### config.mk
export PLATFORM = sky130hd
export DESIGN_NAME = ccsd_top
export DESIGN_NICKNAME = d
export VERILOG_FILES = /design/src/hdl/ccsd_pkg.sv /design/src/hdl/ccsd_wait_if.sv /design/src/hdl/ccsd_region.sv /design/src/hdl/ccsd_wait.sv /design/src/hdl/ccsd_top.sv
export SDC_FILE = /design/constraint.sdc
export NUM_CORES = 1
export LEC_CHECK = 0
export ABC_AREA = 1
export ABC_CLOCK_PERIOD_IN_PS = 2600
export BUFFER_PORTS_ARGS = -buffer_cell sky130_fd_sc_hd__buf_2
export CAP_MARGIN = 30
export CORE_MARGIN = 2
export CORE_UTILIZATION = 45
export DETAILED_ROUTE_END_ITERATION = 10
export PLACE_DENSITY = 0.74
export RECOVER_POWER = 50
export SYNTH_ARGS = -nofsm -noshare
export SYNTH_HDL_FRONTEND = slang
export SYNTH_SLANG_ARGS = --single-unit
export TNS_END_PERCENT = 30
### constraint.sdc
create_clock -name mclk -period 2.6 [get_ports mclk]
set_input_delay 0.39 -clock mclk [delete_from_list [all_inputs] [get_ports mclk]]
set_output_delay 0.39 -clock mclk [all_outputs]
set_load 0.05 [all_outputs]
### src/hdl/ccsd_pkg.sv
// constants shared by the chip-select decode block and its helpers
// assumes a single 50 MHz mclk and a 20-bit processor address bus
package ccsd_pkg;
	localparam int ADDR_W = 20;
	localparam logic [19:0] BOOT_BASE = 20'h00000;
	localparam logic [19:0] BOOT_LAST = 20'h3ffff;
	localparam logic [19:0] DATA_BASE = 20'h40000;
	localparam logic [19:0] DATA_LAST = 20'h5ffff;
	localparam logic [19:0] NET_BASE = 20'h60000;
	localparam logic [19:0] NET_LAST = 20'h607ff;
	localparam int WS_W = 2;
	localparam logic [1:0] WAIT_BOOT = 2'h1;
	localparam logic [1:0] WAIT_DATA = 2'h0;
	localparam logic [1:0] WAIT_NET = 2'h2;
	// one wait state lasts one processor clock, 16.0 MHz at most
	localparam int CPU_CLK_KHZ = 16000;
	localparam int MCLK_KHZ = 50000;
	// least time, so round up
	localparam int TICK_CYCLES = (MCLK_KHZ + CPU_CLK_KHZ - 1) / CPU_CLK_KHZ;
	localparam int TICK_W = 3;
	localparam logic [7:0] REG_CTRL = 8'h00;
	localparam logic [7:0] REG_STATUS = 8'h04;
	localparam logic [7:0] REG_EVENT = 8'h08;
	localparam logic [7:0] REG_COUNT = 8'h0c;
	localparam int CTRL_WIDE_BIT = 0;
	localparam int CTRL_ROM_OFF_BIT = 1;
	localparam int CTRL_EN_BIT = 2;
	localparam logic [2:0] CTRL_RESET = 3'h4;
	localparam int EV_UNMAPPED_BIT = 0;
	localparam int EV_BOOT_BIT = 1;
	localparam int EV_DATA_BIT = 2;
	localparam int EV_NET_BIT = 3;
	localparam logic [3:0] EVENT_RESET = 4'h0;
	localparam logic [15:0] COUNT_RESET = 16'h0000;
	typedef enum logic [1:0] {
		CCSD_IDLE = 2'b00,
		CCSD_WAIT = 2'b01,
		CCSD_READY = 2'b10,
		CCSD_HOLD = 2'b11
	} ccsd_state_t;
endpackage

### src/hdl/ccsd_wait_if.sv
// handshake between the access sequencer and the wait-state counter
// assumes both ends run on the same mclk
interface ccsd_wait_if;
	import ccsd_pkg::*;
	logic start;
	logic [WS_W-1:0] states;
	logic done;
	modport seq (output start, output states, input done);
	modport cnt (input start, input states, output done);
endinterface

### src/hdl/ccsd_region.sv
// address window comparator for one chip-select region
// assumes a synchronised address and strobe on the caller's clock
module ccsd_region #(
	parameter logic [19:0] BASE = 20'h00000,
	parameter logic [19:0] LAST = 20'h00000
) (
	input wire logic [19:0] addr,
	input wire logic strobe,
	output logic hit
);
	// inclusive bounds, gated by the strobe
	assign hit = strobe && (addr >= BASE) && (addr <= LAST);
endmodule // ccsd_region

### src/hdl/ccsd_wait.sv
// wait-state counter: counts processor-clock ticks after a start pulse
// assumes start only while idle or finished; one tick is TICK_CYCLES mclk
module ccsd_wait (
	input wire logic mclk,
	input wire logic reset,
	ccsd_wait_if.cnt w
);
	import ccsd_pkg::*;
	logic busy_q;
	logic [WS_W-1:0] left_q;
	logic [TICK_W-1:0] div_q;
	wire tick = (div_q == TICK_W'(TICK_CYCLES - 1));
	always_ff @(posedge mclk or posedge reset) begin
		if (reset) begin
			busy_q <= 1'b0;
			left_q <= '0;
			div_q <= '0;
		end else if (w.start) begin
			// divider restarts so every wait state is a full tick
			busy_q <= 1'b1;
			left_q <= w.states;
			div_q <= '0;
		end else if (busy_q && left_q != '0) begin
			div_q <= tick ? '0 : div_q + TICK_W'(1);
			if (tick) begin
				left_q <= left_q - WS_W'(1);
			end
		end else begin
			busy_q <= 1'b0;
		end
	end
	assign w.done = busy_q && (left_q == '0);
endmodule // ccsd_wait

### src/hdl/ccsd_top.sv
// chip-select, wait-state and memory enable logic for the processor bus
// assumes asynchronous processor pins (synchronised here) and a classic
// wishbone master on mclk for the control registers
// Behaviour
// - boot select covers 00000h-3FFFFh with strobe and drives program memory enable low
// - boot region accesses take exactly one wait state
// - data RAM select covers 40000h-5FFFFh, 8-bit port (16-bit when the wide bit is set), both lanes, strobe gated
// - data RAM accesses take no wait state
// - network controller select covers 60000h-607FFh, 8-bit, strobe gated
// - network controller accesses take two wait states
// - high-byte RAM drives outputs only when reading and its enable is low
// - low-byte RAM drives outputs only when reading and third select enable is low
// - both RAMs write-enabled when read/write is low in a selected access
// - program memory output enable low normally; high disables its outputs
//
// Local design decisions: the Wishbone slave port and the register addresses.
module ccsd_top (
	input wire logic mclk,
	input wire logic reset,
	input wire logic [ccsd_pkg::ADDR_W-1:0] cpu_addr,
	input wire logic address_strobe_n,
	input wire logic cpu_read,
	input wire logic cpu_upper_lane_n,
	input wire logic cpu_lower_lane_n,
	output logic cpu_ready_n,
	output logic program_memory_enable_n,
	output logic program_memory_output_enable_n,
	output logic network_controller_select_n,
	output logic high_byte_ram_enable_n,
	output logic low_byte_ram_enable_n,
	output logic high_ram_output_enable_n,
	output logic low_ram_output_enable_n,
	output logic ram_write_enable_n,
	input wire logic wb_cyc_i,
	input wire logic wb_stb_i,
	input wire logic wb_we_i,
	input wire logic [7:0] wb_adr_i,
	input wire logic [3:0] wb_sel_i,
	input wire logic [31:0] wb_dat_i,
	output logic [31:0] wb_dat_o,
	output logic wb_ack_o
);
	import ccsd_pkg::*;

	// pin synchronisers: first stage feeds only the second
	logic [ADDR_W-1:0] addr_m_q, addr_s_q;
	logic [3:0] pins_m_q, pins_s_q;
	always_ff @(posedge mclk or posedge reset) begin
		if (reset) begin
			addr_m_q <= '0;
			addr_s_q <= '0;
		end else begin
			addr_m_q <= cpu_addr;
			addr_s_q <= addr_m_q;
		end
	end
	// strobe and lanes turned active high before the first stage
	always_ff @(posedge mclk or posedge reset) begin
		if (reset) begin
			pins_m_q <= 4'h0;
			pins_s_q <= 4'h0;
		end else begin
			pins_m_q <= {~address_strobe_n, cpu_read, ~cpu_upper_lane_n, ~cpu_lower_lane_n};
			pins_s_q <= pins_m_q;
		end
	end
	// address is set up before the strobe, so it has settled by the
	// time the synchronised strobe is seen
	wire strobe_s = pins_s_q[3];
	wire read_s = pins_s_q[2];
	wire upper_s = pins_s_q[1];
	wire lower_s = pins_s_q[0];

	// control register
	logic [2:0] ctrl_q, ctrl_d;
	wire wide_ram = ctrl_q[CTRL_WIDE_BIT];
	wire rom_off = ctrl_q[CTRL_ROM_OFF_BIT];
	wire decode_en = ctrl_q[CTRL_EN_BIT];

	// region decode
	logic hit_boot, hit_data, hit_net;
	wire dec_strobe = strobe_s && decode_en;
	ccsd_region #(.BASE(BOOT_BASE), .LAST(BOOT_LAST)) u_boot (
		.addr(addr_s_q),
		.strobe(dec_strobe),
		.hit(hit_boot)
	);
	ccsd_region #(.BASE(DATA_BASE), .LAST(DATA_LAST)) u_data (
		.addr(addr_s_q),
		.strobe(dec_strobe),
		.hit(hit_data)
	);
	ccsd_region #(.BASE(NET_BASE), .LAST(NET_LAST)) u_net (
		.addr(addr_s_q),
		.strobe(dec_strobe),
		.hit(hit_net)
	);
	// windows are disjoint; priority keeps one select even if they were not
	wire sel_boot = hit_boot;
	wire sel_data = hit_data && !hit_boot;
	wire sel_net = hit_net && !hit_boot && !hit_data;
	wire any_hit = hit_boot || hit_data || hit_net;
	wire [WS_W-1:0] ws_sel = sel_boot ? WAIT_BOOT :
		sel_data ? WAIT_DATA : WAIT_NET;

	// wait-state counter
	ccsd_wait_if wif ();
	ccsd_wait u_wait (
		.mclk(mclk),
		.reset(reset),
		.w(wif.cnt)
	);

	// access sequencer
	ccsd_state_t state_q, state_d;
	logic boot_q, data_q, net_q, read_q, upper_q, lower_q, ready_q;
	wire start = (state_q == CCSD_IDLE) && dec_strobe && any_hit;
	wire miss = (state_q == CCSD_IDLE) && dec_strobe && !any_hit;
	assign wif.start = start;
	assign wif.states = ws_sel;
	always_comb begin
		state_d = state_q;
		case (state_q)
			CCSD_IDLE: begin
				if (start) begin
					state_d = CCSD_WAIT;
				end else if (miss) begin
					state_d = CCSD_HOLD;
				end
			end
			CCSD_WAIT: begin
				if (!strobe_s) begin
					state_d = CCSD_IDLE;
				end else if (wif.done) begin
					state_d = CCSD_READY;
				end
			end
			CCSD_READY, CCSD_HOLD: begin
				if (!strobe_s) begin
					state_d = CCSD_IDLE;
				end
			end
			default: state_d = CCSD_IDLE;
		endcase
	end
	always_ff @(posedge mclk or posedge reset) begin
		if (reset) begin
			state_q <= CCSD_IDLE;
		end else begin
			state_q <= state_d;
		end
	end
	// selects held from decode until the strobe falls
	always_ff @(posedge mclk or posedge reset) begin
		if (reset) begin
			boot_q <= 1'b0;
			data_q <= 1'b0;
			net_q <= 1'b0;
		end else if (start) begin
			boot_q <= sel_boot;
			data_q <= sel_data;
			net_q <= sel_net;
		end else if (state_d == CCSD_IDLE) begin
			boot_q <= 1'b0;
			data_q <= 1'b0;
			net_q <= 1'b0;
		end
	end
	// direction idles as read so no write enable can leak between accesses
	always_ff @(posedge mclk or posedge reset) begin
		if (reset) begin
			read_q <= 1'b1;
			upper_q <= 1'b0;
			lower_q <= 1'b0;
		end else if (start) begin
			read_q <= read_s;
			upper_q <= upper_s;
			lower_q <= lower_s;
		end else if (state_d == CCSD_IDLE) begin
			read_q <= 1'b1;
			upper_q <= 1'b0;
			lower_q <= 1'b0;
		end
	end
	always_ff @(posedge mclk or posedge reset) begin
		if (reset) begin
			ready_q <= 1'b0;
		end else begin
			ready_q <= (state_d == CCSD_READY);
		end
	end
	assign cpu_ready_n = ~ready_q;

	// memory enables
	// a narrow board has one RAM on the high enable, any lane selects it
	wire data_hi = data_q && (wide_ram ? upper_q : (upper_q || lower_q));
	wire third_chip_select = data_q && wide_ram && lower_q;
	assign program_memory_enable_n = ~boot_q;
	assign program_memory_output_enable_n = rom_off;
	assign network_controller_select_n = ~net_q;
	assign high_byte_ram_enable_n = ~data_hi;
	assign low_byte_ram_enable_n = ~third_chip_select;
	assign high_ram_output_enable_n = ~(read_q && data_hi);
	assign low_ram_output_enable_n = ~(read_q && third_chip_select);
	assign ram_write_enable_n = ~(!read_q && data_q);

	// wishbone slave, answers every request one cycle later
	logic ack_q;
	logic [3:0] event_q, event_d;
	logic [15:0] count_q;
	logic [31:0] rdata_q, rdata_d;
	wire req = wb_cyc_i && wb_stb_i && !ack_q;
	// a write lands only on the edge at which the master sees ack
	wire wr = wb_cyc_i && wb_stb_i && ack_q && wb_we_i && wb_sel_i[0];
	wire hit_ctrl = (wb_adr_i == REG_CTRL);
	wire hit_status = (wb_adr_i == REG_STATUS);
	wire hit_event = (wb_adr_i == REG_EVENT);
	wire hit_count = (wb_adr_i == REG_COUNT);
	wire wr_ctrl = wr && hit_ctrl;
	wire wr_event = wr && hit_event;
	logic [3:0] ev_set;
	always_comb begin
		ev_set = 4'h0;
		ev_set[EV_UNMAPPED_BIT] = miss;
		ev_set[EV_BOOT_BIT] = start && sel_boot;
		ev_set[EV_DATA_BIT] = start && sel_data;
		ev_set[EV_NET_BIT] = start && sel_net;
	end
	wire [3:0] ev_clr = wr_event ? wb_dat_i[3:0] : 4'h0;
	wire [31:0] status_w = {24'h000000, state_q, read_q, ready_q, net_q, data_q, boot_q, strobe_s};
	always_comb begin
		ctrl_d = ctrl_q;
		if (wr_ctrl) begin
			ctrl_d = wb_dat_i[2:0];
		end
		// set wins over a write-one clear in the same cycle
		event_d = (event_q & ~ev_clr) | ev_set;
		rdata_d = 32'h00000000;
		if (hit_ctrl) begin
			rdata_d = {29'h00000000, ctrl_q};
		end else if (hit_status) begin
			rdata_d = status_w;
		end else if (hit_event) begin
			rdata_d = {28'h0000000, event_q};
		end else if (hit_count) begin
			rdata_d = {16'h0000, count_q};
		end
	end
	always_ff @(posedge mclk or posedge reset) begin
		if (reset) begin
			ack_q <= 1'b0;
		end else begin
			ack_q <= req;
		end
	end
	always_ff @(posedge mclk or posedge reset) begin
		if (reset) begin
			ctrl_q <= CTRL_RESET;
			event_q <= EVENT_RESET;
		end else begin
			ctrl_q <= ctrl_d;
			event_q <= event_d;
		end
	end
	// wraps silently; software works with differences
	always_ff @(posedge mclk or posedge reset) begin
		if (reset) begin
			count_q <= COUNT_RESET;
		end else if (start) begin
			count_q <= count_q + 16'h0001;
		end
	end
	// captured when the request is taken, stands through ack
	always_ff @(posedge mclk or posedge reset) begin
		if (reset) begin
			rdata_q <= 32'h00000000;
		end else if (req) begin
			rdata_q <= rdata_d;
		end
	end
	assign wb_ack_o = ack_q;
	assign wb_dat_o = rdata_q;
endmodule // ccsd_top

# After elaboration in Yosys (flattened, before gate mapping)
# Cells that the tools add are included.
# totals
regBits	119
in_bits	73
out_inout_bits	42
wordCells	131
# op_classes
addsub	3
magnitude_cmp	6
n_eq_ne	9
n_mux	30
bitwise	14
n_reduce_logical	49
# ops
cell	n
two-way mux 16 bit	4
greater-or-equal comparator 20 x 19 -> 1 bit (second input constant)	2
<= comparator 20 x 19 -> 1 bit (second input constant)	2
logical AND 1 bit	31
greater-or-equal comparator 20 x 1 -> 1 bit (second input constant)	1
<= comparator 20 x 18 -> 1 bit (second input constant)	1
two-way mux 2 bit	10
adder 16 x 1 -> 16 bit (second input constant)	1
== test 8 x 4 -> 1 bit (second input constant)	2
two-way mux 1 bit	11
NOT 1 bit	11
two-way mux 3 bit	3
== test 8 x 3 -> 1 bit (second input constant)	1
logical NOT 8 bit	1
nonzero test 2 bit	4
== test 2 bit (second input constant)	3
logical NOT 2 bit	3
case mux 2 bit (3 select lines)	1
logical NOT 1 bit	5
bitwise AND 4 bit	1
two-way mux 4 bit	1
NOT 4 bit	1
bitwise OR 4 bit	1
adder 3 x 1 -> 3 bit (second input constant)	1
other kinds (7)	9

# Depth between registers and ports, before layout
# logic_depth
word_depth	13
mapped_depth	11
mapped_depth_nobuf	10

# By module
# Synthesis repeated with hierarchy kept, for this count alone.
# unflattened
hier_cells	457
hier_area_um2	4320.4
# modules_own_cells
mod	instances	cells_each	area_per_inst_um2	seq_area_each_um2
ccsd_top	1	400	3923.8	2429.8
ccsd_wait	1	42	331.6	150.1
ccsd_region at u_net	1	7	30.0	0.0
ccsd_region at u_data	1	5	21.3	0.0
ccsd_region at u_boot	1	3	13.8	0.0

# Worst setup path after synthesis
# No wires, ideal clock.
# synth_timing
path_type	register to register
startpoint	reg ack_q, in the netlist wb_ack_o
endpoint	reg rdata_q[1], in the netlist wb_dat_o[1]
setup_ns	0.119
t_arrival_ns	1.331
required_time_ns	2.481
setup_slack_ns	1.150
path_stages_with_launch	6
n_path_buf	1
period_less_slack_ns	1.450
path_cell_list	dfrtp_1 > nor2_2 > inv_2 > clkbuf_1 > a21oi_1 > nand2_1
# synth_via
elab_chain_cells	2
# synth_lines
element	line	rtl
from (decl)	ccsd_top.sv:208	logic ack_q;
from (signal assigned)	ccsd_top.sv:253	ack_q <= req;
logical NOT 1 bit	ccsd_top.sv:212	wire req = wb_cyc_i && wb_stb_i && !ack_q;
logical AND 1 bit	ccsd_top.sv:212	
named net req	ccsd_top.sv:212	
to (signal assigned)	ccsd_top.sv:278	rdata_q <= rdata_d;
to (decl)	ccsd_top.sv:211	logic [31:0] rdata_q, rdata_d;
# The timed path passes the listed nets, and every way through them passes these cells.
# A chain may end at the register's enable or synchronous reset.

# Final worst setup path
# layout_timing
startpoint	reg ctrl_q[0]
endpoint	out high_ram_output_enable_n
# layout_via
elab_chain_cells	4
# layout_lines
element	line	rtl
from (decl)	ccsd_top.sv:75	logic [2:0] ctrl_q, ctrl_d;
from (signal assigned)	ccsd_top.sv:261	ctrl_q <= ctrl_d;
two-way mux 1 bit	ccsd_top.sv:196	wire data_hi = data_q && (wide_ram ? upper_q : (upper_q || lower_q));
logical AND 1 bit	ccsd_top.sv:196	
logical AND 1 bit	ccsd_top.sv:203	assign high_ram_output_enable_n = ~(read_q && data_hi);
NOT 1 bit	ccsd_top.sv:203	
to (decl)	ccsd_top.sv:31	output logic high_ram_output_enable_n,
# No other way between the ends.

==> flow_metrics.env <==
export IMPL_critPathLaunchType="flop"
export IMPL_muxShareOfSynthArea=0
export IMPL_netlist_area_leader_share=0.5338
export IMPL_via_per_inst=4.888
export IMPL_htreeDepth=3
export IMPL_vdd_ir_drop_max_mv=0.3232
export IMPL_finalMaxSlewViolations=0
export IMPL_critical_path_top_delay_family="flip-flops"
export IMPL_antenna_found_initial=0
export IMPL_vias=2913
export IMPL_relSlewSlack=0.2602
export IMPL_cts_root_buf="clkbuf_8"
export IMPL_crit_type="flop to primary output"
export IMPL_timing_final_crit_share=0.6963
export IMPL_ant_nets=0
export IMPL_drt_first_iter_violations=142
export IMPL_max_stage_delay_ns=0.49
export IMPL_synth_distinct_cells=32
export IMPL_ys_seq_area_frac=0.5480
export IMPL_io_pins=115
export IMPL_skew_ns=0.01531
export IMPL_hpwl_um=5233
export IMPL_p_total_mw=2.346
export IMPL_crit_path_end_kind="primary output"
export IMPL_setup_viol=0
export IMPL_fin_crit_ns=1.810
export IMPL_port_buffers=56
export IMPL_synth_area_top_cells="dfrtp_1 53%, nand2_1 12%, inv_1 5.4%, o21ai_0 4.1%, nand3_1 3.9%"
export IMPL_initial_core_util=0.4576
export IMPL_setup_tns_final_ns=0
export IMPL_crit_chain="o21ai_0, nand3_1, buf_2"
export IMPL_multi_input_area_um2=1346
export IMPL_grt_total_usage=0.1796
export IMPL_clk_latency_ns=0.36
export IMPL_hold_ws_ns=0.1289
export IMPL_yosysTopAreaCell="dfrtp_1"
export IMPL_worst_pin_slew_ns=1.109
export IMPL_post_cts_repair_setup_buffers=0
export IMPL_clock_sinks=81
export IMPL_ctsResizeCount=0
export IMPL_die_x_um=94.72
export IMPL_seqCellArea_um2=2029
export IMPL_drv_cap=0
export IMPL_grt_start_max_net_pins=53
export IMPL_cts_buffers_inserted=9
export IMPL_drive_gt1_frac=0.1772
export IMPL_mostFrequentLayoutCell="nand2_1"
export IMPL_synth_warnings=0
export IMPL_worst_path_buf_inv=1
export IMPL_synth_xor_area_frac=0.01655
export IMPL_die_height_um=94.72
export IMPL_finalWirelength_um=7132
export IMPL_hold_viol=0
export IMPL_grt_pass1_wl_um=12450
export IMPL_n_fill_cell=785
export IMPL_synth_top_family_by_area="simple AND/OR/NAND/NOR gates"
export IMPL_cts_clk_slew_worst_paths_ns=0.10
export IMPL_overflow=0
export IMPL_worst_path_max_fanout=5
export IMPL_synthToLayoutAreaGrowth_pct=14.19
export IMPL_drc=0
export IMPL_rows=33
export IMPL_antenna_cells=0
export IMPL_synth_compound_area_frac=0.07939
export IMPL_syn_area_per_cell_um2=8.694
export IMPL_netlist_area_um2=3704
export IMPL_synth_fa_ha_area_frac=0.01014
export IMPL_nNetsFinal=562
export IMPL_max_freq_mhz=552.4
export IMPL_ctsHoldBuffers=0
export IMPL_dr_pass1_iters=4
export IMPL_route_detailed_wl_per_inst_um=11.97
export IMPL_tritoncts="built"
export IMPL_cts_buffer_depth=2
export IMPL_p_leak_nw=2.098
export IMPL_synth_simple_gate_area_frac=0.2419
export IMPL_cellPowerDensity_nw_per_um2=554.6
export IMPL_critPathArrivalTime_ns=1.42
export IMPL_outcome="completed"
export IMPL_rsz0062_at_grt="false"
export IMPL_hold_class="input port to flop"
export IMPL_worstPathRequired_ns=2.21
export IMPL_core_area_um2=8093
export IMPL_grt_pass1_vias=2780
export IMPL_final_util=0.5226
export IMPL_mostFrequentLayoutCells="119 x nand2_1, 79 x dfrtp_1, 56 x buf_2"
export IMPL_gp_congestion=0.8033
export IMPL_postSynthCellCount=426
export IMPL_fp_dieArea_um2=8972
export IMPL_ys_ff_latch=81
export IMPL_slowest_stage="dfrtp_1"
[path summary, 6_finish.rpt]
check	from	end	slack, ns	cells past startpoint
min in group asynchronous	reset	addr_m_q[13]	0.30	2
max reg2reg	ctrl_q[2]	count_q[7]	0.82	9
max	ctrl_q[0]	high_ram_output_enable_n	0.79	3
min reg2reg	pins_m_q[1]	pins_s_q[1]	0.35	0
max in group asynchronous	reset	ctrl_q[2]	1.44	3
min	cpu_addr[14]	addr_m_q[14]	0.13	1
[cells by family after synthesis]
group | after synthesis
and+or+nand+nor | 204
AOI/OAI and AO/OA | 51
DFF | 81
other | 1
xor gates and xnor gates | 7
adders and majority gates | 3
buffers and inverters | 79
[metal layers]
layer | share of wire | global-route usage | vias to the layer above
met2 | 0.47 | 0.2943 | 99
met4 | 0.027 | 0.07850 | 0
met1 | 0.45 | 0.2279 | 1352
met3 | 0.049 | 0.04150 | 17
met5 | 0 | 0 | -
li1 | - | - | 1445
[report_power, final]
part           internal, mW  switching (mW)
registers              1.28         0.00906
clock network         0.384           0.534
logic                0.0284           0.109
total                  1.69           0.652
[cell usage after synthesis]
cell,instances
nor3_4,1
nor2_4,3
nand3_1,29
nor2_2,2
clkinv_2,1
o21a_1,1
or2_2,1
clkbuf_1,2
buf_4,18
nand2_1,119
nand2_4,1
nand4_1,8
nand3b_1,2
o22ai_1,1
inv_1,53
xor2_1,7
nor3_1,7
buf_2,1
o21ai_0,30
buf_6,2
inv_2,2
a21oi_1,4
conb_1,1
nor2_1,28
nand2_2,2
dfstp_2,2
dfrtp_1,79
o31ai_1,8
o21ai_1,1
o211ai_1,6
ha_1,3
and2_1,1
[state kept, by name, indices dropped and copies added (netlist names)]
| signal | flops |
|---|---|
| state_q | 2 |
| ctrl_q | 3 |
| ready_q | 1 |
| pins_s_q | 4 |
| data_q | 1 |
| u_wait.left_q | 2 |
| net_q | 1 |
| count_q | 16 |
| u_wait.busy_q | 1 |
| wb_dat_o | 16 |
| read_q | 1 |
| event_q | 4 |
| addr_s_q | 9 |
| wb_ack_o | 1 |
| upper_q | 1 |
| lower_q | 1 |
| u_wait.div_q | 3 |
| boot_q | 1 |
| pins_m_q | 4 |
| addr_m_q | 9 |
[final cells by class]
cell class,instances,share of cell area
Clock buffer,9,0.02929
Clock inverter,7,0.02041
Inverter,56,0.05000
Multi-Input combinational cell,281,0.3183
Sequential cell,81,0.4799
Tap cell,105,0.03107
Timing Repair Buffer,57,0.07101
[per-stage QoR]
stage / instances / setup WS (ns) / cell area [um2]
final: 596 / 0.7897 / 4229
after global routing: 596 / 0.6218 / 4229
after CTS: 596 / 0.7764 / 4232
after detailed placement: 580 / 0.8445 / 4021
after global placement: 580 / 0.8948 / 4021
after floorplan: 441 / 0.1332 / 3760
Power figures use the tool's default switching activity.
